==> src/common/dsdpc_pkg.sv <==
// Shared constants and types for the deep sleep and debug power controller
package dsdpc_pkg;

  // Bus widths
  localparam int unsigned AHB_AW = 32;  // Address width
  localparam int unsigned AHB_DW = 32;  // Data width

  // Register byte addresses
  localparam logic [31:0] ADDR_SLEEP_CTRL = 32'h4000_4030;  // Deep sleep options
  localparam logic [31:0] ADDR_SLEEP_STAT = 32'h4000_4034;  // State and wake causes
  localparam logic [31:0] ADDR_CLK_GATE   = 32'h4000_4038;  // peripheral_clock_gate
  localparam logic [31:0] ADDR_SC1_BASE   = 32'h4000_c000;  // Serial controller one regs

  // Serial controller one register bank
  localparam int unsigned SC1_WORDS = 8;  // Words in the bank
  localparam int unsigned SC1_AW    = 3;  // Word index width

  // peripheral_clock_gate fields and reset
  localparam int unsigned GATE_SC1_BIT  = 1;  // serial_ctrl1_clock_off
  localparam int unsigned GATE_RSVD_BIT = 5;  // reserved_preserve_bit
  localparam logic [31:0] GATE_RESET    = 32'h0000_0000;

  // Sleep control fields and reset
  localparam int unsigned CTRL_DS2_BIT  = 0;  // Select deep sleep 2
  localparam int unsigned CTRL_XTAL_BIT = 1;  // Crystal times the sleep timer
  localparam logic [31:0] CTRL_RESET    = 32'h0000_0000;

  // Sleep status fields
  localparam int unsigned STAT_STATE_LSB = 0;  // State code, three bits
  localparam int unsigned STAT_RCOSC_BIT = 3;  // RC oscillator running
  localparam int unsigned STAT_DBG_BIT   = 4;  // Debug power-up request seen
  localparam int unsigned STAT_SYS_BIT   = 5;  // System power-up request seen
  localparam int unsigned STAT_PWR_BIT   = 6;  // Core domain powered
  localparam int unsigned STAT_WAKE_LSB  = 8;  // Sticky wake causes, three bits

  // Wake cause bit positions within the sticky field
  localparam int unsigned WAKE_EXT   = 0;
  localparam int unsigned WAKE_TIMER = 1;
  localparam int unsigned WAKE_DEBUG = 2;

  // Core power-up settle time, least value
  localparam int unsigned POWERUP_TIME_NS = 2000;
  localparam int unsigned CLK_PERIOD_PS   = 8000;
  localparam int unsigned POWERUP_CYCLES  =
    (POWERUP_TIME_NS * 1000 + CLK_PERIOD_PS - 1) / CLK_PERIOD_PS;
  localparam int unsigned PWR_CNT_W       = $clog2(POWERUP_CYCLES + 1);

  // Power controller states
  typedef enum logic [2:0] {
    DSDPC_RUN  = 3'h0,  // Awake
    DSDPC_PRE  = 3'h1,  // Pre-deep-sleep hold
    DSDPC_DEEP = 3'h2,  // True deep sleep, core off
    DSDPC_EMUL = 3'h3,  // Emulated deep sleep 0
    DSDPC_WAKE = 3'h4   // Core powering up
  } dsdpc_state_t;

endpackage

==> src/common/dsdpc_sc1_if.sv <==
// Link between the controller and the serial controller one register bank
`timescale 1ns/1ps
interface dsdpc_sc1_if #(
  parameter int unsigned AW = 3
);
  logic          wr_en;   // Write strobe
  logic          rd_en;   // Read strobe
  logic [AW-1:0] addr;    // Word index
  logic [31:0]   wdata;   // Write data
  logic [31:0]   rdata;   // Registered read data
  logic          clk_on;  // Bank clock running

  modport ctrl (output wr_en, output rd_en, output addr, output wdata, output clk_on,
                input rdata);
  modport bank (input wr_en, input rd_en, input addr, input wdata, input clk_on,
                output rdata);
endinterface

==> src/hdl/dsdpc_sc1_regs.sv <==
// Serial controller one register bank that freezes while its clock is gated
`timescale 1ns/1ps
module dsdpc_sc1_regs #(
  parameter int unsigned WORDS = 8,
  parameter int unsigned AW    = 3
) (
  input  logic      sys_clk,
  input  logic      rst_n,
  dsdpc_sc1_if.bank port
);
  import dsdpc_pkg::*;

  // Whole state of the bank
  typedef struct packed {
    logic [WORDS-1:0][31:0] mem;    // Register contents
    logic [31:0]            rdata;  // Read data register
  } dsdpc_bank_t;

  dsdpc_bank_t r;       // Current state
  dsdpc_bank_t next_r;  // Next state

  // Index must cover the whole bank
  if (WORDS > (1 << AW)) begin : g_chk
    $error("dsdpc_sc1_regs: WORDS does not fit AW");
  end

  // Writes are dropped while gated, so reads show the frozen values
  always_comb begin
    next_r = r;
    if (port.wr_en && port.clk_on && (32'(port.addr) < WORDS)) begin
      next_r.mem[port.addr] = port.wdata;
    end
    if (port.rd_en) begin
      next_r.rdata = (32'(port.addr) < WORDS) ? r.mem[port.addr] : 32'h0000_0000;
    end
  end

  // State register
  always_ff @(posedge sys_clk or negedge rst_n) begin
    if (!rst_n) begin
      r <= '0;
    end else begin
      r <= next_r;
    end
  end

  assign port.rdata = r.rdata;
endmodule

==> src/hdl/dsdpc_top.sv <==
// Deep sleep and debug power controller with its AHB-Lite register slave
`timescale 1ns/1ps

module dsdpc_top (
  input  logic                          sys_clk,
  input  logic                          rst_n,
  // AHB-Lite slave
  input  logic                          hsel,
  input  logic [dsdpc_pkg::AHB_AW-1:0]  haddr,
  input  logic [1:0]                    htrans,
  input  logic                          hwrite,
  input  logic [2:0]                    hsize,
  input  logic [dsdpc_pkg::AHB_DW-1:0]  hwdata,
  input  logic                          hready,
  output logic [dsdpc_pkg::AHB_DW-1:0]  hrdata,
  output logic                          hreadyout,
  output logic                          hresp,
  // Debug port side
  input  logic                          debug_powerup_request,
  input  logic                          system_powerup_request,
  input  logic                          dp_clk,
  input  logic                          dp_access_req,
  output logic                          dp_stall,
  // Core and wake side
  input  logic                          cpu_deep_sleep_req,
  input  logic                          ext_wake,
  input  logic                          timer_wake_event,
  output logic                          core_power_on,
  output logic                          core_reset_n,
  output logic                          periph_reset_n,
  output logic                          low_freq_rc_osc_on,
  output logic                          timer_wake_armed,
  output logic                          sc1_clk_on
);
  import dsdpc_pkg::*;

  // Settle count must be at least one cycle
  if (POWERUP_CYCLES < 1) begin : g_chk
    $error("dsdpc_top: power-up count below one cycle");
  end

  // Whole state of the controller
  typedef struct packed {
    logic [1:0]           dbg_sync;    // Debug request synchroniser
    logic [1:0]           sys_sync;    // System request synchroniser
    logic [1:0]           ext_sync;    // External wake synchroniser
    logic [1:0]           acc_sync;    // Access request synchroniser
    logic [2:0]           clk_sync;    // Link clock sampler plus edge history
    dsdpc_state_t         state;       // Power state
    logic                 ds2_latched; // Variant taken at entry
    logic [PWR_CNT_W-1:0] pwr_cnt;     // Power-up settle counter
    logic                 acc_pend;    // Debugger access waiting
    logic                 sc1_off;     // serial_ctrl1_clock_off
    logic                 rsvd;        // reserved_preserve_bit
    logic                 ds2_sel;     // Software picks deep sleep 2
    logic                 xtal_sel;    // Crystal drives sleep timer
    logic [2:0]           wake_cause;  // Sticky wake causes
    logic                 dp_pend;     // Bus data phase pending
    logic                 dp_write;    // Pending phase is a write
    logic [31:0]          dp_addr;     // Pending address
    logic                 rd_wait;     // Read wait state done
    logic                 rd_mem;      // Read comes from the bank
    logic [31:0]          rd_word;     // Registered read word
  } dsdpc_ctl_t;

  dsdpc_ctl_t r;       // Current state
  dsdpc_ctl_t next_r;  // Next state

  dsdpc_sc1_if #(.AW(SC1_AW)) sc1_bus ();  // Link to the register bank

  // Synchronised views, read from the second stage, clk_rise also the third; ready decodes the state, timer_ok gates the raw timer event
  logic dbg_req;   // Debug power-up request
  logic sys_req;   // System power-up request
  logic ext_req;   // Non-timer wake
  logic clk_rise;  // Link clock rising edge
  logic ready;     // Core powered and out of reset
  logic timer_ok;  // Timer wake allowed now

  assign dbg_req  = r.dbg_sync[1];
  assign sys_req  = r.sys_sync[1];
  assign ext_req  = r.ext_sync[1];
  assign clk_rise = r.clk_sync[1] & ~r.clk_sync[2];

  // Address match helper
  function automatic logic hit(input logic [31:0] a, input logic [31:0] target);
    hit = (a[31:2] == target[31:2]);
  endfunction

  // Bank window match helper
  function automatic logic sc1_hit(input logic [31:0] a);
    sc1_hit = (a[31:SC1_AW+2] == ADDR_SC1_BASE[31:SC1_AW+2]);
  endfunction

  // Read data of the own registers
  function automatic logic [31:0] own_word(input dsdpc_ctl_t s, input logic [31:0] a);
    logic [31:0] w;
    w = 32'h0000_0000;
    if (hit(a, ADDR_CLK_GATE)) begin
      // Only bits 1 and 5 exist
      w[GATE_SC1_BIT]  = s.sc1_off;
      w[GATE_RSVD_BIT] = s.rsvd;
    end else if (hit(a, ADDR_SLEEP_CTRL)) begin
      w[CTRL_DS2_BIT]  = s.ds2_sel;
      w[CTRL_XTAL_BIT] = s.xtal_sel;
    end else if (hit(a, ADDR_SLEEP_STAT)) begin
      w[STAT_STATE_LSB +: 3] = s.state;
      w[STAT_RCOSC_BIT]      = ~((s.state == DSDPC_DEEP) & s.ds2_latched);
      w[STAT_DBG_BIT]        = s.dbg_sync[1];
      w[STAT_SYS_BIT]        = s.sys_sync[1];
      w[STAT_PWR_BIT]        = (s.state != DSDPC_DEEP);
      w[STAT_WAKE_LSB +: 3]  = s.wake_cause;
    end
    own_word = w;
  endfunction

  // Core ready for debug traffic when powered and not in reset
  assign ready = (r.state == DSDPC_RUN) | (r.state == DSDPC_PRE) | (r.state == DSDPC_EMUL);

  // Timer wakes need the RC oscillator or the crystal
  assign timer_ok = timer_wake_event & (~r.ds2_latched | r.xtal_sel);

  // Read needs one wait state so reads follow back-to-back writes correctly
  assign hreadyout = ~(r.dp_pend & ~r.dp_write & ~r.rd_wait);
  assign hresp     = 1'b0;
  assign hrdata    = r.rd_mem ? sc1_bus.rdata : r.rd_word;

  // Bank strobes come from the pending data phase
  assign sc1_bus.wr_en  = r.dp_pend & r.dp_write & sc1_hit(r.dp_addr);
  assign sc1_bus.rd_en  = r.dp_pend & ~r.dp_write & ~r.rd_wait & sc1_hit(r.dp_addr);
  assign sc1_bus.addr   = r.dp_addr[SC1_AW+1:2];
  assign sc1_bus.wdata  = hwdata;
  assign sc1_bus.clk_on = ~r.sc1_off;

  // Next-state logic
  always_comb begin
    next_r = r;

    // Two-stage synchronisers; the link clock keeps one extra stage for edges
    next_r.dbg_sync = {r.dbg_sync[0], debug_powerup_request};
    next_r.sys_sync = {r.sys_sync[0], system_powerup_request};
    next_r.ext_sync = {r.ext_sync[0], ext_wake};
    next_r.acc_sync = {r.acc_sync[0], dp_access_req};
    next_r.clk_sync = {r.clk_sync[1:0], dp_clk};

    // Debugger access is seen on link clock edges; held off until ready
    if (clk_rise && r.acc_sync[1] && !ready) begin
      next_r.acc_pend = 1'b1;
    end else if (ready) begin
      next_r.acc_pend = 1'b0;
    end

    // Bus data phase
    if (r.dp_pend) begin
      if (r.dp_write) begin
        // Zero wait write
        if (hit(r.dp_addr, ADDR_CLK_GATE)) begin
          // Software must write bit 5 back unchanged
          next_r.sc1_off = hwdata[GATE_SC1_BIT];
          next_r.rsvd    = hwdata[GATE_RSVD_BIT];
        end else if (hit(r.dp_addr, ADDR_SLEEP_CTRL)) begin
          next_r.ds2_sel  = hwdata[CTRL_DS2_BIT];
          next_r.xtal_sel = hwdata[CTRL_XTAL_BIT];
        end else if (hit(r.dp_addr, ADDR_SLEEP_STAT)) begin
          // Write one to clear; new causes below still win
          next_r.wake_cause = r.wake_cause & ~hwdata[STAT_WAKE_LSB +: 3];
        end
        next_r.dp_pend = 1'b0;
      end else if (!r.rd_wait) begin
        // Wait cycle: load read word, bank reads in parallel
        next_r.rd_word = own_word(r, r.dp_addr);
        next_r.rd_mem  = sc1_hit(r.dp_addr);
        next_r.rd_wait = 1'b1;
      end else begin
        // Read completes this cycle
        next_r.dp_pend = 1'b0;
        next_r.rd_wait = 1'b0;
      end
    end

    // Bus address phase, taken only when the bus is ready
    if (hsel && htrans[1] && hready) begin
      next_r.dp_pend  = 1'b1;
      next_r.dp_write = hwrite;
      next_r.dp_addr  = haddr;
      next_r.rd_wait  = 1'b0;
    end

    // Power state machine
    case (r.state)
      DSDPC_RUN: begin
        // Awake; a deep sleep request first enters the hold state
        if (cpu_deep_sleep_req) begin
          next_r.state = DSDPC_PRE;
        end
      end
      DSDPC_PRE: begin
        // Nothing powers off or resets while the system request is set
        if (!sys_req) begin
          if (dbg_req) begin
            next_r.state = DSDPC_EMUL;
          end else begin
            // Both requests clear: a true deep sleep
            next_r.state       = DSDPC_DEEP;
            next_r.ds2_latched = r.ds2_sel;
          end
        end
      end
      DSDPC_DEEP: begin
        // Non-timer, debug and permitted timer wakes
        if (ext_req || timer_ok || dbg_req || sys_req || r.acc_pend) begin
          next_r.state   = DSDPC_WAKE;
          next_r.pwr_cnt = '0;
          if (ext_req) begin
            next_r.wake_cause[WAKE_EXT] = 1'b1;
          end
          if (timer_ok) begin
            next_r.wake_cause[WAKE_TIMER] = 1'b1;
          end
          if (dbg_req || sys_req || r.acc_pend) begin
            next_r.wake_cause[WAKE_DEBUG] = 1'b1;
          end
        end
      end
      DSDPC_WAKE: begin
        // Oscillator back on; core held in reset until power settles
        if (r.pwr_cnt == PWR_CNT_W'(POWERUP_CYCLES - 1)) begin
          next_r.state       = DSDPC_RUN;
          next_r.ds2_latched = 1'b0;
        end else begin
          next_r.pwr_cnt = r.pwr_cnt + PWR_CNT_W'(1);
        end
      end
      DSDPC_EMUL: begin
        // Core stays up, so wake returns straight to running
        if (ext_req || timer_wake_event || sys_req) begin
          next_r.state = DSDPC_RUN;
          if (ext_req) begin
            next_r.wake_cause[WAKE_EXT] = 1'b1;
          end
          if (timer_wake_event) begin
            next_r.wake_cause[WAKE_TIMER] = 1'b1;
          end
          if (sys_req) begin
            next_r.wake_cause[WAKE_DEBUG] = 1'b1;
          end
        end
      end
      default: begin
        // Unused codes recover to running
        next_r.state = DSDPC_RUN;
      end
    endcase
  end

  // State register; rst_n is the power-on reset only, so the request
  // bits live in the debug port and other resets never reach them
  always_ff @(posedge sys_clk or negedge rst_n) begin
    if (!rst_n) begin
      r          <= '0;
      r.state    <= DSDPC_RUN;
      r.sc1_off  <= GATE_RESET[GATE_SC1_BIT];
      r.rsvd     <= GATE_RESET[GATE_RSVD_BIT];
      r.ds2_sel  <= CTRL_RESET[CTRL_DS2_BIT];
      r.xtal_sel <= CTRL_RESET[CTRL_XTAL_BIT];
    end else begin
      r <= next_r;
    end
  end

  // Bank holding the serial controller one registers
  dsdpc_sc1_regs #(
    .WORDS (SC1_WORDS),
    .AW    (SC1_AW)
  ) u_sc1_regs (
    .sys_clk (sys_clk),
    .rst_n   (rst_n),
    .port    (sc1_bus)
  );

  // Power outputs; the core is cut only in true deep sleep
  assign core_power_on  = (r.state != DSDPC_DEEP);
  assign core_reset_n   = ~((r.state == DSDPC_DEEP) | (r.state == DSDPC_WAKE));

  // Sleep 0 resets peripherals; debug parts sit on core_reset_n
  assign periph_reset_n = ~((r.state == DSDPC_EMUL) | (r.state == DSDPC_DEEP) |
                            (r.state == DSDPC_WAKE));

  // Oscillator off only inside deep sleep 2
  assign low_freq_rc_osc_on = ~((r.state == DSDPC_DEEP) & r.ds2_latched);

  // Timer wake path usable
  assign timer_wake_armed = ~((r.state == DSDPC_DEEP) & r.ds2_latched & ~r.xtal_sel);

  // Serial controller clock follows the gate bit
  assign sc1_clk_on = ~r.sc1_off;

  // Debugger held off while the core is down
  assign dp_stall = r.acc_pend & ~ready;
endmodule

==> config.mk <==
export PLATFORM = sky130hd
export DESIGN_NAME = dsdpc_top
export DESIGN_NICKNAME = d
export VERILOG_FILES = /design/src/common/dsdpc_pkg.sv /design/src/common/dsdpc_sc1_if.sv /design/src/hdl/dsdpc_sc1_regs.sv /design/src/hdl/dsdpc_top.sv
export SDC_FILE = /design/constraint.sdc
export NUM_CORES = 1
export LEC_CHECK = 0
export ABC_AREA = 1
export BUFFER_PORTS_ARGS = -buffer_cell sky130_fd_sc_hd__buf_2
export CAP_MARGIN = 20
export CORE_MARGIN = 2
export CORE_UTILIZATION = 35
export CTS_CLUSTER_DIAMETER = 120
export DETAILED_ROUTE_END_ITERATION = 10
export SYNTH_ARGS = -nofsm -noshare
export SYNTH_HDL_FRONTEND = slang
export SYNTH_SLANG_ARGS = --single-unit
==> constraint.sdc <==
create_clock -name sys_clk -period 1.9 [get_ports sys_clk]
set_input_delay 0.19 -clock sys_clk [delete_from_list [all_inputs] [get_ports sys_clk]]
set_output_delay 0.19 -clock sys_clk [all_outputs]
set_load 0.1 [all_outputs]
==> results of run 1 <==
worst max-delay path by stage:
stage | startpoint | end | cells after the start
6_report | r[87] | low_freq_rc_osc_on | 5
4_1_cts | r[86] | low_freq_rc_osc_on | 6
2_1_floorplan | r[32] | hrdata[1] | 3
3_3_place_gp | r[44] | u_sc1_regs.r[85] | 9
3_5_place_dp | r[44] | u_sc1_regs.r[120] | 9
5_1_grt | r[32] | hrdata[28] | 4
critical path: stages, from the launching register on:
cell and delay, ns:
sky130_fd_sc_hd__dfrtp_2 0.46, sky130_fd_sc_hd__nor2_4 0.15, sky130_fd_sc_hd__nand2_4 0.09, sky130_fd_sc_hd__nor2_4 0.12, sky130_fd_sc_hd__clkinvlp_4 0.12, sky130_fd_sc_hd__buf_12 0.17
layout by cell type, fill, tap and decap left out, types with 10 or more instances in the layout:
| cell | instances |
|---|---|
| sky130_fd_sc_hd__buf_12 | 81 |
| sky130_fd_sc_hd__buf_2 | 74 |
| sky130_fd_sc_hd__buf_4 | 90 |
| sky130_fd_sc_hd__buf_6 | 12 |
| sky130_fd_sc_hd__clkbuf_16 | 57 |
| sky130_fd_sc_hd__clkbuf_8 | 11 |
| sky130_fd_sc_hd__dfrtp_1 | 358 |
| sky130_fd_sc_hd__dlygate4sd3_1 | 70 |
| sky130_fd_sc_hd__inv_1 | 67 |
| sky130_fd_sc_hd__inv_2 | 17 |
| sky130_fd_sc_hd__nand2_1 | 745 |
| sky130_fd_sc_hd__nand2_2 | 12 |
| sky130_fd_sc_hd__nand3_1 | 65 |
| sky130_fd_sc_hd__nand4_1 | 229 |
| sky130_fd_sc_hd__nor2_1 | 179 |
| sky130_fd_sc_hd__nor2_4 | 13 |
| sky130_fd_sc_hd__o21a_1 | 10 |
| sky130_fd_sc_hd__o21ai_0 | 150 |
| sky130_fd_sc_hd__o21ai_1 | 51 |
| sky130_fd_sc_hd__o22ai_1 | 47 |
per-stage QoR:
step	area (sq um)	instances
after CTS	22200	3071
after global placement	20100	2922
final	23000	3107
after global routing	23000	3107
after floorplan	17900	2214
after detailed placement	20100	2922
cell type report:
class	count	area (sq um)	share of cell area
tap	672	841	0.0365
inverter	88	353	0.0153
multi-input combinational	1564	7480	0.325
clock buffer	60	1210	0.0524
clock inverter	13	113	0.00489
timing repair buffer	347	3960	0.172
sequential	363	9090	0.395
per-layer routing:
| metal | GRT usage | vias up | part of all wire |
|---|---|---|---|
| met1 | 0.275 | 8146 | 0.44 |
| met4 | 0.0629 | 2 | 0.025 |
| met2 | 0.327 | 628 | 0.47 |
| li1 | - | 7730 | - |
| met3 | 0.0378 | 112 | 0.073 |
| met5 | 0 | - | 0.00020 |
flip-flops by register name, indices dropped and copies added (netlist names):
signal                 count
dbg_req                    1
ext_req                    1
next_r                     6
r                         67
u_sc1_regs.port.rdata     32
u_sc1_regs.r             256
what timing repair did:
item / in CTS / in global routing
gates resized for setup: 30 / 63
buffers inserted: 6 / 17
pin swaps: 6 / 16
setup endpoints to repair: 275 / 296
hold buffers: 70 / 0
cloned: 0 / 20
hold endpoints to repair: 588 / 0
logic make-up (layout without fill, tap and decap cells):
logic type | count (synthesis) | after routing | share of synthesized area
xor gates and xnor gates | 5 | 5 | 0.00245
adders and majority gates | 2 | 2 | 0.00140
buffers and inverters | 287 | 508 | 0.0850
and+or+nand+nor | 1274 | 1274 | 0.317
AOI/OAI and AO/OA | 282 | 282 | 0.0857
DFF | 363 | 363 | 0.509
other | 1 | 1 | 0.000210
power groups by stage:
stage               Sequential [mW]  Clock, mW  Combinational, mW
floorplan                      8.08          0               1.65
finish                         7.99       7.86               3.11
CTS                            7.98       7.98               2.99
global route                   8.00       8.28               3.38
global placement               8.11          0               2.79
detailed placement             8.12          0               2.82
==> reports/qor.csv, run 1 <==
metric,value,unit
nFillCells,4735,
path_class,flop to output pin,
worst-endpoint-required,1.71,ns
floorplan.initialDensity,0.355,
p_int,13.5,mW
post-synth-top-area-cell,sky130_fd_sc_hd__dfrtp_1,
r2r_end,u_sc1_regs.r[99],
yosysTopAreaCellShare,0.509,
synth-async-reset-ratio,1.00,
die_width,230,um
number_of_enable_type_register_cells_in_the_synthesized_netlist,0,
min_path_type,input pin to flop,
track_usage,0.202,
critical_path.startpoint_type,flop,
worst-path-max-fanout,6,
worst_slack,0.0263,ns
tritoncts,yes,
pre_cts_slack,-0.0774,ns
worst_setup_slack_for_register_to_register_paths,0.06,ns
power.sequential.fraction,0.421,
power.net_switching,5.50,mW
final.min_clock_period,1.87,ns
design.portCount,122,
gpl.final_weighted_congestion,0.830,
layout-area-overhead-vs-synth,29.0,%
utilization,0.458,
post_route_cells_drive_above_1_share,0.176,
clock_latency_reported_for_the_late_side_of_the_worst_skew_pair,0.57,ns
route.antenna.remaining_nets,0,
wire_length_of_the_first_global_routing_pass,87.1,mm
unrepaired_setup_endpoints_after_global_routing,yes,
clkSlewWorstSetupHoldPaths,0.06,ns
antenna_found_initial,1,
synth_cell_type_count,33,
full_die_area,0.0529,sq mm
htreeDepth,2,
timing_hold_violations_final,0,
hold_ws,0.0457,ns
timing.fmax,534,MHz
slew_violations,0,
hold_depth,4,
yosysSeqAreaShare,0.509,
ctsRootBufferMaster,sky130_fd_sc_hd__clkbuf_16,
vias_per_cell,5.35,
timing.rr.start,r[53],
power.clock.fraction,0.415,
synth-seq-cells,363,
yosys_most_used_dff,sky130_fd_sc_hd__dfrtp_1,
totalPowerFinal,19.0,mW
detailedRoute.firstIterationViolations,1786,
leakagePower,10.4,nW
vias_in_the_first_global_route,15700,
cp-end-kind,output pin,
cp_data_arrival_time,1.68,ns
synthesis.instances,2214,
timing.hold.worst_endpoint,r[67],
netlist_top_cells_count,"sky130_fd_sc_hd__nand2_1 (755), sky130_fd_sc_hd__dfrtp_1 (363), sky130_fd_sc_hd__nand4_1 (229), sky130_fd_sc_hd__nor2_1 (194), sky130_fd_sc_hd__o21ai_0 (160)",
largest_net_degree_at_the_start_of_global_routing,76,
globalRoute.totalOverflow,0,
reg2regPathDepth,10,
setup_total_negative_slack,0,ns
outcome,finished clean,
switching_share,0.290,
vias,16600,
power.density_cell_area,823,mW/mm^2
die_y,230,um
synth_area_leaders,"sky130_fd_sc_hd__dfrtp_1 (51%), sky130_fd_sc_hd__nand2_1 (16%), sky130_fd_sc_hd__nand4_1 (8.0%), sky130_fd_sc_hd__o21ai_0 (4.5%), sky130_fd_sc_hd__nor2_1 (4.1%)",
cts_inserted_buffers,41,
timing.final.crit_share,0.986,
port-buffer-count,114,
timing.final.setup_violations,0,
maxCapViolCount,0,
clock_path_buffers,3,
post-route-drc-count,0,
drt_pass1_iterations,6,
syn_avg_cell_area,8.07,sq um
wirelength,56.1,mm
dp_hpwl,33.2,mm
finish.net_count,2488,
routed_wire_length_per_instance,18.1,um
pwr-share-comb,0.164,
core-area,0.0503,sq mm
core.rowCount,82,
n_antenna_cell,0,
clock_sinks,363,
synth_fp_nets,2297,
power.ir.vdd_worst,0.590,mV
yosys_warnings,0,
hold_path_startpoint,htrans[1],
yosys.cell_count.top_type,sky130_fd_sc_hd__nand2_1,
setup_skew,0.0119,ns
syn_area,0.0179,sq mm
Note: power is estimated with default switching activity, not from simulation.
==> inputs of run 2 (changes only) <==
==> constraint.sdc (replaced) <==
create_clock -name sys_clk -period 1.9 [get_ports sys_clk]
set_input_delay 0.38 -clock sys_clk [delete_from_list [all_inputs] [get_ports sys_clk]]
set_output_delay 0.38 -clock sys_clk [all_outputs]
set_load 0.1 [all_outputs]
==> run 2 against run 1 <==
Compared with the run above: global-route usage is 2.0 points higher; combinational power is 3% lower; highest routed layer unchanged; the run now ends with negative setup slack left; worst hold slack worse by 0.017 ns; power is 0.61% higher; register-to-register slack worse by 0.19 ns; sequential power hardly changed; worst setup slack worse by 0.20 ns; sequential cell count stayed put; final cell count is 0.29% lower; utilization is 2.1 points higher; non-clock buffer count is 13 lower.
==> reports/qor.csv, run 2 (synthesis gave the netlist of run 1 again) <==
metric,value,unit,change
clock_sinks,363,,unchanged
totalPowerFinal,19.1,mW,+0.61%
clock_latency_reported_for_the_late_side_of_the_worst_skew_pair,0.58,ns,about the same
outcome,"finished, violations left",,
cp_cell_sequence,"clkbuf_16, o21ai_2, buf_12",,
dp_hpwl,33.5,mm,+0.99%
vias_in_the_first_global_route,16400,,+4.4%
unrepaired_setup_endpoints_after_global_routing,yes,,
detailedRoute.firstIterationViolations,1504,,-16%
area.sequential,0.00909,sq mm,about the same
timing.final.crit_share,1.09,,+0.105
layout_commonest_cell,sky130_fd_sc_hd__nand2_1,,
full_die_area,0.0529,sq mm,unchanged
final.min_clock_period,2.07,ns,+0.200 ns
port-buffer-count,114,,unchanged
relSlewSlack,0.644,,
die_y,230,um,unchanged
post-route-drc-count,0,,unchanged
worst-path-stages,3,,-2
track_usage,0.222,,+0.0195
pre_cts_slack,-0.0862,ns,-0.00886 ns
drt_pass1_iterations,6,,unchanged
core-area,0.0503,sq mm,unchanged
maxCapViolCount,0,,unchanged
htreeDepth,2,,unchanged
finish.net_count,2476,,-0.48%
setup_skew,0.0260,ns,+0.0141 ns
design.portCount,122,,unchanged
hold_ws,0.0285,ns,-0.0172 ns
nFillCells,4648,,-1.8%
cts_inserted_buffers,41,,unchanged
power.density_cell_area,791,mW/mm^2,-3.9%
reg2regPathDepth,14,,+4
vias,16800,,+1.4%
area_used_by_multi_input_combinational_logic,0.00801,sq mm,+7.1%
worst_slack,-0.173,ns,-0.200 ns
placed_area,0.0201,sq mm,about the same
violations_in_the_final_reports,negative setup slack,,
post_route_cells_drive_above_1_share,0.251,,+0.0755
vias_per_cell,5.44,,+1.7%
cp_data_arrival_time,1.69,ns,about the same
largest_net_degree_at_the_start_of_global_routing,72,,-5.3%
critical_path.startpoint_type,flop,,
clock_path_buffers,3,,unchanged
tritoncts,yes,,
layout-area-overhead-vs-synth,35.0,%,
cp_slowest_cell,sky130_fd_sc_hd__dfrtp_2,,
cpLargestDelayFamily,flip-flops,,
cp_slowest_stage_delay,0.49,ns,+0.03 ns
wirelength,59.6,mm,+6.3%
antenna_found_initial,8,,+7
wire_length_of_the_first_global_routing_pass,93.4,mm,+7.2%
timing_worst_slew_pin_value,0.531,ns,
cp-end-kind,output pin,,
stdcell_area,0.0241,sq mm,+4.7%
routed_wire_length_per_instance,19.2,um,+6.6%
route.antenna.remaining_nets,0,,unchanged
timing.final.setup_violations,296,,+296
timing.fmax,482,MHz,-9.6%
globalRoute.totalOverflow,0,,unchanged
path_class,flop to output pin,,
largest_register_ff_count,256,,unchanged
critical_path_buffer_and_inverter_count,2,,unchanged
slew_violations,0,,unchanged
ctsRootBufferMaster,sky130_fd_sc_hd__clkbuf_16,,
worst-path-max-fanout,14,,+8
min_path_type,input pin to flop,,
layout_common_cells,"sky130_fd_sc_hd__nand2_1 (615), sky130_fd_sc_hd__dfrtp_1 (359), sky130_fd_sc_hd__nand4_1 (229), sky130_fd_sc_hd__nor2_1 (182), sky130_fd_sc_hd__o21ai_0 (150)",,
leakagePower,10.5,nW,+1.9%
die_width,230,um,unchanged
gpl.final_weighted_congestion,0.859,,+3.4%
timing_hold_violations_final,0,,unchanged
utilization,0.480,,+0.0214
hold_depth,3,,-1
largest-register,u_sc1_regs.r,,
clkSlewWorstSetupHoldPaths,0.06,ns,about the same
core.rowCount,82,,unchanged
worst-endpoint-required,1.52,ns,-0.19 ns
floorplan.initialDensity,0.355,,unchanged
power.ir.vdd_worst,0.644,mV,+9.2%
==> run 2: cell count changes in the layout (fill, tap and decap cells not counted), moves of 12 or more <==
cell	before	now
sky130_fd_sc_hd__buf_12	81	107
sky130_fd_sc_hd__buf_16	0	24
sky130_fd_sc_hd__clkbuf_16	57	45
sky130_fd_sc_hd__dlygate4sd3_1	70	18
sky130_fd_sc_hd__nand2_1	745	615
sky130_fd_sc_hd__nand2_2	12	116
sky130_fd_sc_hd__nand2_4	2	27
==> run 2: through the flow <==
stage | TNS [ns] | std cells
2_1_floorplan | -5.23 | 2214
3_3_place_gp | -0.868 | 2912
3_5_place_dp | -1.97 | 2912
4_1_cts | -22.92 | 3084
5_1_grt | -50.57 | 3097
6_report | -21.79 | 3098
==> run 2: where the power goes <==
group	internal (mW)	leakage (nW)	total [mW]	switching [mW]
Sequential	7.87	3.59	7.99	0.116
Combinational	0.948	6.28	3.02	2.07
Clock	4.76	0.670	8.07	3.31
==> run 2: path summary, 6_finish.rpt <==
kind                                  from                        to  slack [ns]
worst max-delay path                 r[32]                 hrdata[0]       -0.17
worst max register to register       r[62]         u_sc1_regs.r[263]       -0.13
min in group asynchronous            rst_n  u_sc1_regs.port.rdata[9]        0.27
max in group asynchronous            rst_n          u_sc1_regs.r[77]        0.85
worst min register to register  next_r[92]                     r[92]        0.35
worst min-delay path             haddr[25]                     r[59]        0.03
==> run 2: layout make-up <==
cell class,count,share of cell area
Sequential cell,363,0.377
Multi-Input combinational cell,1564,0.332
Timing Repair Buffer,334,0.183
Clock buffer,60,0.0492
Tap cell,672,0.0349
Inverter,88,0.0161
Clock inverter,14,0.00737
Timing Repair inverter,1,0.000467
Antenna cell,2,0.000208
==> run 2: metal layers <==
metal / global-route usage / vias up / share of wire
li1: - / 7731 / -
met1: 0.294 / 8336 / 0.42
met2: 0.353 / 623 / 0.47
met3: 0.0489 / 143 / 0.071
met4: 0.0909 / 12 / 0.035
met5: 0 / - / 0.0012
==> run 2: repair_timing <==
| item | in CTS | in global routing |
|---|---|---|
| buffers inserted | 48 | 22 |
| pin swaps | 36 | 55 |
| endpoints found under the setup margin | 304 | 334 |
| hold buffers | 18 | 0 |
| hold endpoints to repair | 65 | 0 |
| gates cloned | 32 | 4 |
| gates resized for setup | 187 | 163 |
==> run 2: tightest hold or removal path: cells and delay by family <==
family | cells | cell delay, ns
AO/OA/AOI/OAI | 1 | 0.07
AND/OR/NAND/NOR | 1 | 0.04
buffers and inverters | 1 | 0.08
